$ cat src/logic/nci_defines.svh
// Offsets, field positions, reset values and timing counts of the issuer
`ifndef NCI_DEFINES_SVH
`define NCI_DEFINES_SVH

// ==========================================================
// Register byte offsets
`define NCI_OFF_CMD_BYTES 8'h00
`define NCI_OFF_RESP_LIMIT 8'h04
`define NCI_OFF_DEST_NET 8'h08
`define NCI_OFF_DEST_NODE_UNIT 8'h0c
`define NCI_OFF_RETRY_RESP 8'h10
`define NCI_OFF_RESP_TIMEOUT 8'h14
`define NCI_OFF_CMD_CODE 8'h18
`define NCI_OFF_XFER_WORDS 8'h1c
`define NCI_OFF_AREA_ROOM 8'h20
`define NCI_OFF_CONTROL 8'h24
`define NCI_OFF_STATUS 8'h28

// ==========================================================
// Field positions
`define NCI_CTL_INVOKE 0
`define NCI_CTL_RATE_LSB 1
`define NCI_ST_ENABLED 16
`define NCI_ST_NET_ERROR 17
`define NCI_ST_GEN_ERROR 18
`define NCI_ST_BUSY 19
`define NCI_ST_RETRY_LSB 24

// ==========================================================
// Reset values and limits
`define NCI_CW_RESET 16'h0000
`define NCI_RATE_RESET 2'h0
`define NCI_MAX_BYTES 16'h07c6
`define NCI_MAX_NET 8'h7f
`define NCI_NODE_MIN 8'h01
`define NCI_NODE_MAX 8'h20
`define NCI_NODE_BCAST 8'hff
`define NCI_MAX_RETRY 8'h0f
`define NCI_RESP_WANTED 8'h00
`define NCI_RESP_NONE 8'h80
`define NCI_CODE_AREA_WRITE 16'h0102
`define NCI_CODE_AREA_READ 16'h0101
`define NCI_MAX_BLOCK_WORDS 16'h03de
`define NCI_RESP_HDR_BYTES 16'h0004

// ==========================================================
// Timing: 0.1 s unit, 25 ns clock
`define NCI_TICK_NS 100000000
`define NCI_CLK_NS 25
`define NCI_DEF_TICKS_2M 16'h0014
`define NCI_DEF_TICKS_1M 16'h0028
`define NCI_DEF_TICKS_500K 16'h0050

// ==========================================================
// Completion codes raised locally (values arbitrary)
`define NCI_CC_OK 16'h0000
`define NCI_CC_TIMEOUT 16'h00f1
`define NCI_CC_PARAM 16'h00f2
`define NCI_CC_OVERSIZE 16'h00f3
`define NCI_CC_BOUNDARY 16'h00f4
`define NCI_CC_NOLINK 16'h00f5
`define NCI_CC_ECHO 16'h00f6

`endif

$ cat src/logic/nci_pkg.sv
// Types shared by the network command issuer
package nci_pkg;

    typedef enum logic [1:0] {
        NCI_IDLE,
        NCI_PEND,
        NCI_SEND,
        NCI_WAIT
    } nci_state_e;

    typedef struct packed {
        logic [5:0][15:0] cw;
        logic [15:0] cmd_code;
        logic [15:0] xfer_words;
        logic [15:0] area_room;
        logic [1:0] rate;
        nci_state_e state;
        logic enabled;
        logic net_error;
        logic gen_error;
        logic [15:0] ccode;
        logic [7:0] retries_left;
        logic [31:0] tick_cnt;
        logic [15:0] elapsed;
        logic link_p1;
        logic link_p2;
        logic tx_valid;
        logic tx_bcast;
        logic pready;
        logic pslverr;
        logic [31:0] prdata;
    } nci_regs_s;

endpackage

$ cat src/logic/nci_issuer.sv
// Network command issuer: APB control words, link request and response
// ==========================================================
// How it works
// - Command byte count limited to 07C6
// - Response byte limit limited to 07C6
// - Network low byte 00..7F, high 00
// - Unit low byte; node 01..20 or FF
// - Retry count field 00 to 0F
// - Response setting 00 wanted, 80 none
// - Timeout in 0.1 s; 0000 rate default
// - Reissue on timeout until retries exhausted
// - Broadcast: send to all, no retries
// - Oversized response raises network error
// - Invoked while disabled: general error only
// - Invoke clears enabled and network error flags, code 00, issues
// - Enabled flag rising marks completion
// - Codes 0102/0101 act as block transfers
// - Read response: echo, code, data
// - Block receive beyond area is error
// - Block transfer over 990 words errors
// - No link unit on block transfer errors
// - Transmission processed at scan end
//
// Chosen here: register access over APB and the address map.
`timescale 1ns/1ps
`include "nci_defines.svh"

module nci_issuer #(
    parameter int unsigned TICK_CYCLES = `NCI_TICK_NS / `NCI_CLK_NS
) (
    input wire logic MCLK_IN,
    input wire logic RESET_N_IN,
    input wire logic PSEL_IN,
    input wire logic PENABLE_IN,
    input wire logic PWRITE_IN,
    input wire logic [7:0] PADDR_IN,
    input wire logic [31:0] PWDATA_IN,
    output logic PREADY_OUT,
    output logic [31:0] PRDATA_OUT,
    output logic PSLVERR_OUT,
    input wire logic SCAN_END_IN,
    input wire logic LINK_PRESENT_IN,
    output logic LINK_TX_VALID_OUT,
    input wire logic LINK_TX_READY_IN,
    output logic [15:0] LINK_TX_CODE_OUT,
    output logic [15:0] LINK_TX_BYTES_OUT,
    output logic [7:0] LINK_TX_NET_OUT,
    output logic [7:0] LINK_TX_NODE_OUT,
    output logic [7:0] LINK_TX_UNIT_OUT,
    output logic LINK_TX_BROADCAST_OUT,
    input wire logic LINK_RESP_VALID_IN,
    input wire logic [15:0] LINK_RESP_BYTES_IN,
    input wire logic [15:0] LINK_RESP_ECHO_IN,
    input wire logic [15:0] LINK_RESP_CODE_IN,
    output logic NETWORK_OP_ENABLED_FLAG_OUT,
    output logic NETWORK_OP_ERROR_FLAG_OUT,
    output logic GENERAL_ERROR_FLAG_OUT,
    output logic [15:0] COMPLETION_CODE_OUT
);
    import nci_pkg::*;

    localparam logic [31:0] TICK_LAST = 32'(TICK_CYCLES - 1);

    nci_regs_s r;
    nci_regs_s next_r;

    // ==========================================================
    // Decoded control words
    logic [15:0] cmd_bytes;
    logic [15:0] resp_limit;
    logic [7:0] net_lo;
    logic [7:0] net_hi;
    logic [7:0] unit;
    logic [7:0] node;
    logic [7:0] retry_cnt;
    logic [7:0] resp_set;
    logic [15:0] timeout_ticks;
    logic is_block;
    logic is_read;
    logic bcast;
    logic params_bad;
    logic unit_ok;

    always_comb begin
        cmd_bytes = r.cw[0];
        resp_limit = r.cw[1];
        net_lo = r.cw[2][7:0];
        net_hi = r.cw[2][15:8];
        unit = r.cw[3][7:0];
        node = r.cw[3][15:8];
        retry_cnt = r.cw[4][7:0];
        resp_set = r.cw[4][15:8];
        is_read = (r.cmd_code == `NCI_CODE_AREA_READ);
        is_block = is_read || (r.cmd_code == `NCI_CODE_AREA_WRITE);
        bcast = (node == `NCI_NODE_BCAST);
        unit_ok = (unit == 8'h00) || (unit == 8'h01) ||
                  (unit[7:4] == 4'h1) || (unit == 8'he1) ||
                  (unit == 8'hfe);
        params_bad = (cmd_bytes > `NCI_MAX_BYTES) ||
                     (resp_limit > `NCI_MAX_BYTES) ||
                     (net_lo > `NCI_MAX_NET) || (net_hi != 8'h00) ||
                     !unit_ok ||
                     (!bcast && ((node < `NCI_NODE_MIN) ||
                                 (node > `NCI_NODE_MAX))) ||
                     (retry_cnt > `NCI_MAX_RETRY) ||
                     ((resp_set != `NCI_RESP_WANTED) &&
                      (resp_set != `NCI_RESP_NONE));
        // Zero selects a default tied to the link rate
        if (r.cw[5] != 16'h0000) begin
            timeout_ticks = r.cw[5];
        end else begin
            case (r.rate)
                2'h1: timeout_ticks = `NCI_DEF_TICKS_1M;
                2'h2: timeout_ticks = `NCI_DEF_TICKS_500K;
                default: timeout_ticks = `NCI_DEF_TICKS_2M;
            endcase
        end
    end

    // ==========================================================
    // Bus decode
    logic bus_access;
    logic bus_wr;
    logic addr_ok;
    logic [31:0] rd_word;
    logic invoke;
    logic gen_err_clr;
    logic [15:0] resp_data_words;

    always_comb begin
        bus_access = PSEL_IN && PENABLE_IN && !r.pready;
        bus_wr = bus_access && PWRITE_IN;
        addr_ok = 1'b1;
        rd_word = 32'h0000_0000;
        case (PADDR_IN)
            `NCI_OFF_CMD_BYTES: rd_word = {16'h0000, r.cw[0]};
            `NCI_OFF_RESP_LIMIT: rd_word = {16'h0000, r.cw[1]};
            `NCI_OFF_DEST_NET: rd_word = {16'h0000, r.cw[2]};
            `NCI_OFF_DEST_NODE_UNIT: rd_word = {16'h0000, r.cw[3]};
            `NCI_OFF_RETRY_RESP: rd_word = {16'h0000, r.cw[4]};
            `NCI_OFF_RESP_TIMEOUT: rd_word = {16'h0000, r.cw[5]};
            `NCI_OFF_CMD_CODE: rd_word = {16'h0000, r.cmd_code};
            `NCI_OFF_XFER_WORDS: rd_word = {16'h0000, r.xfer_words};
            `NCI_OFF_AREA_ROOM: rd_word = {16'h0000, r.area_room};
            `NCI_OFF_CONTROL: begin
                rd_word[`NCI_CTL_RATE_LSB +: 2] = r.rate;
            end
            `NCI_OFF_STATUS: begin
                rd_word[15:0] = r.ccode;
                rd_word[`NCI_ST_ENABLED] = r.enabled;
                rd_word[`NCI_ST_NET_ERROR] = r.net_error;
                rd_word[`NCI_ST_GEN_ERROR] = r.gen_error;
                rd_word[`NCI_ST_BUSY] = (r.state != NCI_IDLE);
                rd_word[`NCI_ST_RETRY_LSB +: 8] = r.retries_left;
            end
            default: addr_ok = 1'b0;
        endcase
        invoke = bus_wr && (PADDR_IN == `NCI_OFF_CONTROL) &&
                 PWDATA_IN[`NCI_CTL_INVOKE];
        gen_err_clr = bus_wr && (PADDR_IN == `NCI_OFF_STATUS) &&
                      PWDATA_IN[`NCI_ST_GEN_ERROR];
        // Data words after the echo and completion code
        if (LINK_RESP_BYTES_IN > `NCI_RESP_HDR_BYTES) begin
            resp_data_words = 16'((LINK_RESP_BYTES_IN -
                                   `NCI_RESP_HDR_BYTES) >> 1);
        end else begin
            resp_data_words = 16'h0000;
        end
    end

    // ==========================================================
    // Next state
    always_comb begin
        next_r = r;
        next_r.pready = bus_access;
        next_r.pslverr = bus_access && !addr_ok;
        next_r.prdata = (bus_access && !PWRITE_IN) ? rd_word : 32'h0000_0000;
        next_r.link_p1 = LINK_PRESENT_IN;
        next_r.link_p2 = r.link_p1;
        next_r.tx_bcast = bcast;

        if (bus_wr) begin
            case (PADDR_IN)
                `NCI_OFF_CMD_BYTES: next_r.cw[0] = PWDATA_IN[15:0];
                `NCI_OFF_RESP_LIMIT: next_r.cw[1] = PWDATA_IN[15:0];
                `NCI_OFF_DEST_NET: next_r.cw[2] = PWDATA_IN[15:0];
                `NCI_OFF_DEST_NODE_UNIT: next_r.cw[3] = PWDATA_IN[15:0];
                `NCI_OFF_RETRY_RESP: next_r.cw[4] = PWDATA_IN[15:0];
                `NCI_OFF_RESP_TIMEOUT: next_r.cw[5] = PWDATA_IN[15:0];
                `NCI_OFF_CMD_CODE: next_r.cmd_code = PWDATA_IN[15:0];
                `NCI_OFF_XFER_WORDS: next_r.xfer_words = PWDATA_IN[15:0];
                `NCI_OFF_AREA_ROOM: next_r.area_room = PWDATA_IN[15:0];
                `NCI_OFF_CONTROL: begin
                    next_r.rate = PWDATA_IN[`NCI_CTL_RATE_LSB +: 2];
                end
                default: begin
                end
            endcase
        end

        // Write-one clears; a new error in the same cycle wins below
        if (gen_err_clr) begin
            next_r.gen_error = 1'b0;
        end

        // Timeout base: one enable pulse per 0.1 s
        if (r.state == NCI_WAIT) begin
            if (r.tick_cnt == TICK_LAST) begin
                next_r.tick_cnt = 32'h0000_0000;
                next_r.elapsed = r.elapsed + 16'h0001;
            end else begin
                next_r.tick_cnt = r.tick_cnt + 32'h0000_0001;
            end
        end

        case (r.state)
            NCI_IDLE: begin
                if (invoke) begin
                    // Callers gate on the flag; a stray call only flags
                    if (!r.enabled) begin
                        next_r.gen_error = 1'b1;
                    end else begin
                        next_r.enabled = 1'b0;
                        next_r.net_error = 1'b0;
                        next_r.ccode = `NCI_CC_OK;
                        next_r.state = NCI_PEND;
                    end
                end
            end
            NCI_PEND: begin
                // Words are trusted unchanged from here on
                if (SCAN_END_IN) begin
                    next_r.retries_left = retry_cnt;
                    if (is_block && !r.link_p2) begin
                        next_r.net_error = 1'b1;
                        next_r.ccode = `NCI_CC_NOLINK;
                        next_r.enabled = 1'b1;
                        next_r.state = NCI_IDLE;
                    end else if (is_block &&
                                 r.xfer_words > `NCI_MAX_BLOCK_WORDS) begin
                        next_r.net_error = 1'b1;
                        next_r.ccode = `NCI_CC_PARAM;
                        next_r.enabled = 1'b1;
                        next_r.state = NCI_IDLE;
                    end else if (params_bad) begin
                        next_r.net_error = 1'b1;
                        next_r.ccode = `NCI_CC_PARAM;
                        next_r.enabled = 1'b1;
                        next_r.state = NCI_IDLE;
                    end else begin
                        next_r.tx_valid = 1'b1;
                        next_r.state = NCI_SEND;
                    end
                end
            end
            NCI_SEND: begin
                if (LINK_TX_READY_IN) begin
                    next_r.tx_valid = 1'b0;
                    next_r.tick_cnt = 32'h0000_0000;
                    next_r.elapsed = 16'h0000;
                    if (bcast || resp_set == `NCI_RESP_NONE) begin
                        next_r.enabled = 1'b1;
                        next_r.state = NCI_IDLE;
                    end else begin
                        next_r.state = NCI_WAIT;
                    end
                end
            end
            NCI_WAIT: begin
                if (LINK_RESP_VALID_IN) begin
                    next_r.enabled = 1'b1;
                    next_r.state = NCI_IDLE;
                    next_r.ccode = LINK_RESP_CODE_IN;
                    if (LINK_RESP_BYTES_IN > resp_limit) begin
                        next_r.net_error = 1'b1;
                        next_r.ccode = `NCI_CC_OVERSIZE;
                    end else if (LINK_RESP_ECHO_IN != r.cmd_code) begin
                        next_r.net_error = 1'b1;
                        next_r.ccode = `NCI_CC_ECHO;
                    end else if (is_read &&
                                 resp_data_words > r.area_room) begin
                        next_r.net_error = 1'b1;
                        next_r.ccode = `NCI_CC_BOUNDARY;
                    end else if (LINK_RESP_CODE_IN != `NCI_CC_OK) begin
                        next_r.net_error = 1'b1;
                    end
                end else if (r.elapsed >= timeout_ticks) begin
                    if (r.retries_left != 8'h00) begin
                        next_r.retries_left = r.retries_left - 8'h01;
                        next_r.tx_valid = 1'b1;
                        next_r.state = NCI_SEND;
                    end else begin
                        next_r.net_error = 1'b1;
                        next_r.ccode = `NCI_CC_TIMEOUT;
                        next_r.enabled = 1'b1;
                        next_r.state = NCI_IDLE;
                    end
                end
            end
            default: begin
                next_r.state = NCI_IDLE;
            end
        endcase

        // A refused call sets the flag even while a clear is written
        if (invoke && !r.enabled) begin
            next_r.gen_error = 1'b1;
        end
    end

    // ==========================================================
    // State register
    always_ff @(posedge MCLK_IN) begin
        if (!RESET_N_IN) begin
            r <= '0;
            r.cw <= {6{`NCI_CW_RESET}};
            r.rate <= `NCI_RATE_RESET;
            r.state <= NCI_IDLE;
            r.enabled <= 1'b1;
            r.ccode <= `NCI_CC_OK;
        end else begin
            r <= next_r;
        end
    end

    // ==========================================================
    // Outputs, all from flops
    assign PREADY_OUT = r.pready;
    assign PRDATA_OUT = r.prdata;
    assign PSLVERR_OUT = r.pslverr;
    assign LINK_TX_VALID_OUT = r.tx_valid;
    assign LINK_TX_CODE_OUT = r.cmd_code;
    assign LINK_TX_BYTES_OUT = r.cw[0];
    assign LINK_TX_NET_OUT = r.cw[2][7:0];
    assign LINK_TX_NODE_OUT = r.cw[3][15:8];
    assign LINK_TX_UNIT_OUT = r.cw[3][7:0];
    assign LINK_TX_BROADCAST_OUT = r.tx_bcast;
    assign NETWORK_OP_ENABLED_FLAG_OUT = r.enabled;
    assign NETWORK_OP_ERROR_FLAG_OUT = r.net_error;
    assign GENERAL_ERROR_FLAG_OUT = r.gen_error;
    assign COMPLETION_CODE_OUT = r.ccode;

endmodule

$ cat config.mk
export PLATFORM = sky130hd
export DESIGN_NAME = nci_issuer
export DESIGN_NICKNAME = d
export VERILOG_FILES = /design/src/logic/nci_pkg.sv /design/src/logic/nci_issuer.sv
export VERILOG_INCLUDE_DIRS = /design/src /design/src/logic
export SDC_FILE = /design/constraint.sdc
export NUM_CORES = 1
export LEC_CHECK = 0
export BUFFER_PORTS_ARGS = -buffer_cell sky130_fd_sc_hd__buf_2
export CORE_UTILIZATION = 52
export DETAILED_ROUTE_END_ITERATION = 6
export HOLD_SLACK_MARGIN = 0.1
export PLACE_DENSITY = 0.77
export SLEW_MARGIN = 40
export SYNTH_ARGS = -nofsm -noshare
export SYNTH_HDL_FRONTEND = slang
export SYNTH_SLANG_ARGS = --single-unit
$ cat constraint.sdc
create_clock -name MCLK_IN -period 4.5 [get_ports MCLK_IN]
set_input_delay 0.9 -clock MCLK_IN [delete_from_list [all_inputs] [get_ports MCLK_IN]]
set_output_delay 0.9 -clock MCLK_IN [all_outputs]
set_load 0.005 [all_outputs]
-- Yosys cells after proc, flatten, opt, wreduce, memory -nomap -nowiden
Index checks and enable logic that the tools add are counted.
- register bits after elaboration: 261
- RAM bits: 0
- bits in read-only memories: 0
- memories kept: 0
- latch bits: 0
- output and inout port bits: 111
- input port bits: 97
- word-level logic and storage cells: 210
- muxes and demuxes: 60
- $mul: 0
- shift-type cells: 0
- $add $sub $neg: 4
- div/mod/pow operators: 0
- reductions and logical operators: 67
- bitwise operators: 0
- equality and inequality tests: 41
- order comparisons: 11
- operators by type and width (operator ; number):
    $mux W16 ; 11
    $pmux W17 S10 ; 1
    $mux W48 ; 3
    $mux W24 ; 2
    $pmux W16 S3 ; 1
    $add A32 B1 Y32 const B ; 1
    $eq A16 B9 Y1 const B ; 2
    $eq A32 B22 Y1 const B ; 1
    $eq A8 B5 Y1 const B ; 4
    $eq A8 B8 Y1 const B ; 4
    $gt A16 B11 Y1 const B ; 2
    $gt A16 B16 Y1 ; 2
    $mux W32 ; 1
    $reduce_bool A16 Y1 ; 2
    $eq A8 B6 Y1 const B ; 3
    $mux W4 ; 6
    $reduce_bool A8 Y1 ; 3
    $pmux W2 S11 ; 1
    $reduce_and A2 Y1 ; 11
    $mux W21 ; 1
    $mux W1 ; 18
    $ne A2 B2 Y1 const B ; 9
    $add A16 B1 Y16 const B ; 1
    $eq A8 B4 Y1 const B ; 2
    other kinds (43) ; 91

-- Depth between registers and ports, before layout
- word-level depth: 15
- depth in mapped cells: 16
- gate-level depth less buffers: 15

-- Worst setup path before layout
No wires, ideal clock.
- path type: input to register
- start: in LINK_RESP_BYTES_IN[11]
- end: reg r, in the netlist NETWORK_OP_ERROR_FLAG_OUT
- buffers on the path: 1
- slack: 189 ps
- cell stages on the path: 13
- setup time: 119 ps
- data arrival time: 4192 ps
- cell sequence: or4_1 > nor4_1 > and2_1 > clkbuf_1 > nor2_1 > ha_1 > nand4_1 > or4_1 > mux2i_1 > a211oi_2 > or4_1 > and3_1 > mux2i_1
- cells in the longest elaborated chain, start to end: 9
- elaborated cells between the ends (all ways): 13
- ends and longest elaborated chain (item ; RTL line ; RTL):
    start: declaration ; nci_issuer.sv:52 ; input wire logic [15:0] LINK_RESP_BYTES_IN,
    $sub A16 B3 Y16 (no source line) or $gt A16 B3 Y1 (tied branches) ; -- ;
    $mux W15 ; nci_issuer.sv:163 ; if (LINK_RESP_BYTES_IN > `NCI_RESP_HDR_BYTES) begin
    $gt A16 B16 Y1 ; nci_issuer.sv:281 ; resp_data_words > r.area_room) begin
    $logic_and A1 B1 Y1 ; nci_issuer.sv:280 ; end else if (is_read &&
    $mux W1 ; nci_issuer.sv:280 ;
    $mux W1 ; nci_issuer.sv:277 ; end else if (LINK_RESP_ECHO_IN != r.cmd_code) begin
    $mux W1 ; nci_issuer.sv:274 ; if (LINK_RESP_BYTES_IN > resp_limit) begin
    $mux W4 ; nci_issuer.sv:270 ; if (LINK_RESP_VALID_IN) begin
    $pmux W1 S3 ; nci_issuer.sv:216 ; case (r.state)
    end signal: assignment ; nci_issuer.sv:322 ; r <= next_r;
    end: declaration ; nci_issuer.sv:64 ; nci_regs_s r;
Several ways; a longest one is shown, not always the timed one.
A chain may end at the register's enable or synchronous reset.

-- Final worst setup path
- start: in LINK_RESP_BYTES_IN[11]
- end: reg r, in the netlist COMPLETION_CODE_OUT[4]
- cells in the longest elaborated chain, start to end: 9
- elaborated cells between the ends (all ways): 11
- ends and longest elaborated chain (item ; RTL line):
    $sub A16 B3 Y16 (no source line) or $gt A16 B3 Y1 (tied branches) ; --
    $mux W15 ; nci_issuer.sv:163
    $gt A16 B16 Y1 ; nci_issuer.sv:281
    $logic_and A1 B1 Y1 ; nci_issuer.sv:280
    $mux W16 ; nci_issuer.sv:280
    $mux W16 ; nci_issuer.sv:277
    $mux W16 (*) ; nci_issuer.sv:274
    $mux W16 (*) ; nci_issuer.sv:270
    $pmux W16 S3 (*) ; nci_issuer.sv:216
Mark *: on every way between the ends. The rest lies on a longest branch, timed or not.

==> results.txt <==
* Die Span Y: 163 um
- In the post-synthesis netlist, the biggest area contributors are sky130_fd_sc_hd__dfxtp_1 38%, sky130_fd_sc_hd__nand2_1 8.4%, sky130_fd_sc_hd__a21oi_1 7.0%.
* Max frequency: between 0.2 and 0.3 GHz
- Average cell area after synthesis: roughly 7.9 sq um
* Std-Cell Rows: 58
- The netlist uses just over 70 different library cells.
- Unrepaired setup endpoints after global routing: false
- Clock latency on the worst-skew pair: 0.55 ns
- Count of hold-fix buffers inserted at cts: 0
- Post-synth ARST share: 0%
* Data required time at the worst endpoint: 4.90 ns
- The share of total power dissipated in combinational logic is ~4.3%.
* Crit path top cell by count: sky130_fd_sc_hd__buf_4
- Via count of the first global-routing pass: 11800
- TritonCTS Sinks: between 200 and 300
- Buffers added to address setup during post-CTS repair amount to 0.
* Net Sw Frac: around 22%
- Clock root buffer: sky130_fd_sc_hd__clkbuf_16
* Type of destination of the critical path: register
- Between clock sinks in the finished design, the worst skew comes to roughly 0.014 ns.
* TritonCTS clock tree: yes
- For this design, the slowest cell found on the critical path is sky130_fd_sc_hd__or4_1.
* Post-synth top flop: sky130_fd_sc_hd__dfxtp_1
- For this run, design rule violations remaining after detail routing come to 0.
- Average detailed-routed wire length per instance: 21.2 um
- Run status: finished, final reports clean
- TritonCTS created 29 clock buffers.
- Count of placed standard cells including taps: around 2000
- The floorplan step defined a die boundary enclosing 26500 sq um.
- Final worst-path cycle share: roughly 90%
- Summed over all cells, the static leakage comes to around 5.6 nW.
* Cell area after synthesis: about 13000 sq um
* Setup Total Neg Slack: 0 ns
- Gates resized during post-CTS repair numbered 0.
- The top cell types in the final layout, fill and taps aside, are 299 x sky130_fd_sc_hd__nand2_1, 257 x sky130_fd_sc_hd__dfxtp_1, 188 x sky130_fd_sc_hd__buf_2, 187 x sky130_fd_sc_hd__a21oi_1, 108 x sky130_fd_sc_hd__nor2_1.
- Internal power comes to between 3 and 4 mW.
- Of the total power, the clock network draws around half.
- The floorplan step set the die width to 163 um.
- Final wirelength: roughly 45000 um
- The cell count after synthesis came out at approximately 1700.
- For this run, the number of Yosys warnings is 0.
- The count of buffers added on input and output ports is ~190.
- At the pin with the least slew margin, the transition time is about 0.85 ns.
- The post-route netlist has between 15 and 20% of its cells at a drive strength greater than 1.
- Fill cells in the final layout number approximately 2200.
- CTS built an H-tree with a depth of 1.
- Commonest non-fill, non-tap cell in the layout: sky130_fd_sc_hd__nand2_1
- After the first detailed-routing iteration, the DRC count stood at roughly 1800.
- Yosys reg bits: 257
- The first global-routing pass estimated 67000 um of wire.
* GRT Residual Overflow: 0
- The worst hold path belongs to the class reg2reg.
* Minimum clock period: a little under 4 ns
- Cell taking the most area after synthesis: sky130_fd_sc_hd__dfxtp_1
- The max-slew violation count is 0.
- Clock slew at reported path FFs: about 0.07 ns
* Power density over cell area: 338 nW/um^2
- On the worst path, the slowest cell contributes a delay of roughly 0.57 ns.
- Sequential cells were found to cover 38.3% of the synthesized design area.
- After the flow finishes, the layout carries non-filler instances totaling 2100.
- The final count of hold timing violations came to 0.
- Core box area: between 20000 and 30000 sq um
- Data arrives at the worst endpoint at about 4.4 ns.
- In the routed layout, each cell is associated on average with a via count of between 6 and 7.
* Number of max-cap violations: 0
* First-pass DRT Iterations: 7
* Placer Congestion: a little under 1
- Starting utilization of the core area: 53.2%
- Net switching power figure: roughly 1.1 mW
- The top cell type by area accounts for between 30% and 40% of the synthesized area.
- In this run, synthesis inferred 0 flip-flops with an integrated enable.
- The clock passes through at most 3 buffers.
- Entering global routing, the biggest net connects just over 80 pins.
* Count of boundary I/O pins: 208
- The initial antenna violation count came to 2.
* HPWL after detailed placement: 32200 um
* Via count: ~13000
- Overall fraction of global-route tracks in use: 32.7%
* Count of nets after finishing: 1899
- Maximum net fanout on the critical path: 5
- Rel. slew slack: 43.3%
- Compared with the post-synthesis result, the final layout area differs by 11.1%.
* Maximum vdd ir drop: approximately 0.31 mV
- Final setup vio count: 0
- Cells along the critical path: buf_2 -> or4_1 -> or4_1 -> nor3_1 -> a21o_1 -> ha_1 -> a211oi_1 -> nor3_1 -> a2111oi_0 -> buf_4 -> a211oi_2 -> buf_4 -> o41ai_1 -> buf_4 -> a311oi_1
- Registers take between 5000 and 6000 sq um.
- Total design power: approximately 5.1 mW
* Critical Path Source Type: input port
* Fraction of power consumed by sequential logic: between 40% and 50%
- Crit path kind: in2reg
- Count of antenna-violating nets left after detailed routing: 0
- Multi-input gate area: 6890 sq um
[critical path: cells and delay by family]
family                   cells  cell delay [ns]
AO/OA/AOI/OAI                6             1.23
adder cells (fa/ha/maj)      1             0.24
buffers and inverters        4             0.67
AND/OR/NAND/NOR              4             1.32
[state kept, by name, summed over array words and instances, names as in the netlist, 8 cells and up]
register and cells:
net_hi 8, r 125, LINK_TX_NODE_OUT 8, COMPLETION_CODE_OUT 16
LINK_TX_BYTES_OUT 16, LINK_TX_UNIT_OUT 8, PRDATA_OUT 28, LINK_TX_NET_OUT 8
resp_limit 16, LINK_TX_CODE_OUT 16
[path summary, 6_finish.rpt]
kind,to,cells after the start,startpoint,slack (ns)
worst max register to register,COMPLETION_CODE_OUT[2],12,r[256],1.04
worst min-delay path,r[36],1,next_r[36],0.46
worst max-delay path,COMPLETION_CODE_OUT[4],15,LINK_RESP_BYTES_IN[11],0.54
worst min register to register,r[36],1,next_r[36],0.46
[cells in the mapped netlist, types with 14 or more instances]
cell	n
sky130_fd_sc_hd__or3_1	14
sky130_fd_sc_hd__nor2_1	111
sky130_fd_sc_hd__nand3_1	76
sky130_fd_sc_hd__inv_1	66
sky130_fd_sc_hd__a221oi_1	28
sky130_fd_sc_hd__nor3_1	28
sky130_fd_sc_hd__and2_1	14
sky130_fd_sc_hd__xor2_1	44
sky130_fd_sc_hd__clkbuf_1	95
sky130_fd_sc_hd__nand2_1	299
sky130_fd_sc_hd__a22o_1	28
sky130_fd_sc_hd__xnor2_1	22
sky130_fd_sc_hd__nor4_1	29
sky130_fd_sc_hd__a31oi_1	16
sky130_fd_sc_hd__and3_1	25
sky130_fd_sc_hd__buf_4	104
sky130_fd_sc_hd__a21oi_1	187
sky130_fd_sc_hd__dfxtp_1	257
sky130_fd_sc_hd__a22oi_1	18
sky130_fd_sc_hd__nand4_1	25
sky130_fd_sc_hd__ha_1	55
[metal layers]
layer / global-route usage [%] / vias to the layer above / wire length (um)
met4: 12.4 / 4 / 1890
met5: 0 / - / 80
li1: - / 5957 / -
met3: 9.52 / 148 / 5480
met2: 51.7 / 859 / 19600
met1: 42.1 / 6096 / 17600
[power by group through the flow]
stage	Clock, mW	Sequential (mW)	Combinational (mW)
final	2.55	2.28	0.219
after global routing	2.65	2.28	0.236
after CTS	2.56	2.28	0.213
after detailed placement	0	2.33	0.212
after global placement	0	2.33	0.208
after floorplan	0	2.33	0.115
[cell type report]
| type | count | share of cell area, % |
|---|---|---|
| timing repair buffer | 221 | 7.96 |
| tap | 330 | 2.76 |
| sequential | 257 | 34.5 |
| antenna | 1 | 0.0168 |
| inverter | 67 | 1.72 |
| clock buffer | 39 | 5.58 |
| multi-input combinational | 1171 | 46.2 |
| clock inverter | 14 | 1.34 |
[cell families after synthesis]
logic type | after synthesis | share of synthesized area (%)
AO/OA/AOI/OAI | 374 | 18.0
XOR/XNOR | 66 | 4.30
adder cells (fa/ha/maj) | 55 | 5.12
buffers and inverters | 273 | 10.7
flip-flops | 257 | 38.3
multiplexers | 7 | 0.531
other | 1 | 0.0279
AND/OR/NAND/NOR | 665 | 23.0
[per-stage QoR]
step / util (%) / hold WS (ns) / setup slack [ns] / area, sq um
floorplan: - / 0.412 / 0.189 / 13400
global placement: 55.0 / 0.434 / 0.0181 / 13900
detailed placement: 55.0 / 0.433 / 0.0189 / 13900
CTS: 59.1 / 0.460 / 0.577 / 14900
global route: 59.1 / 0.481 / 0.262 / 14900
finish: 59.1 / 0.464 / 0.541 / 14900
Note: power is estimated with default switching activity, not from simulation.
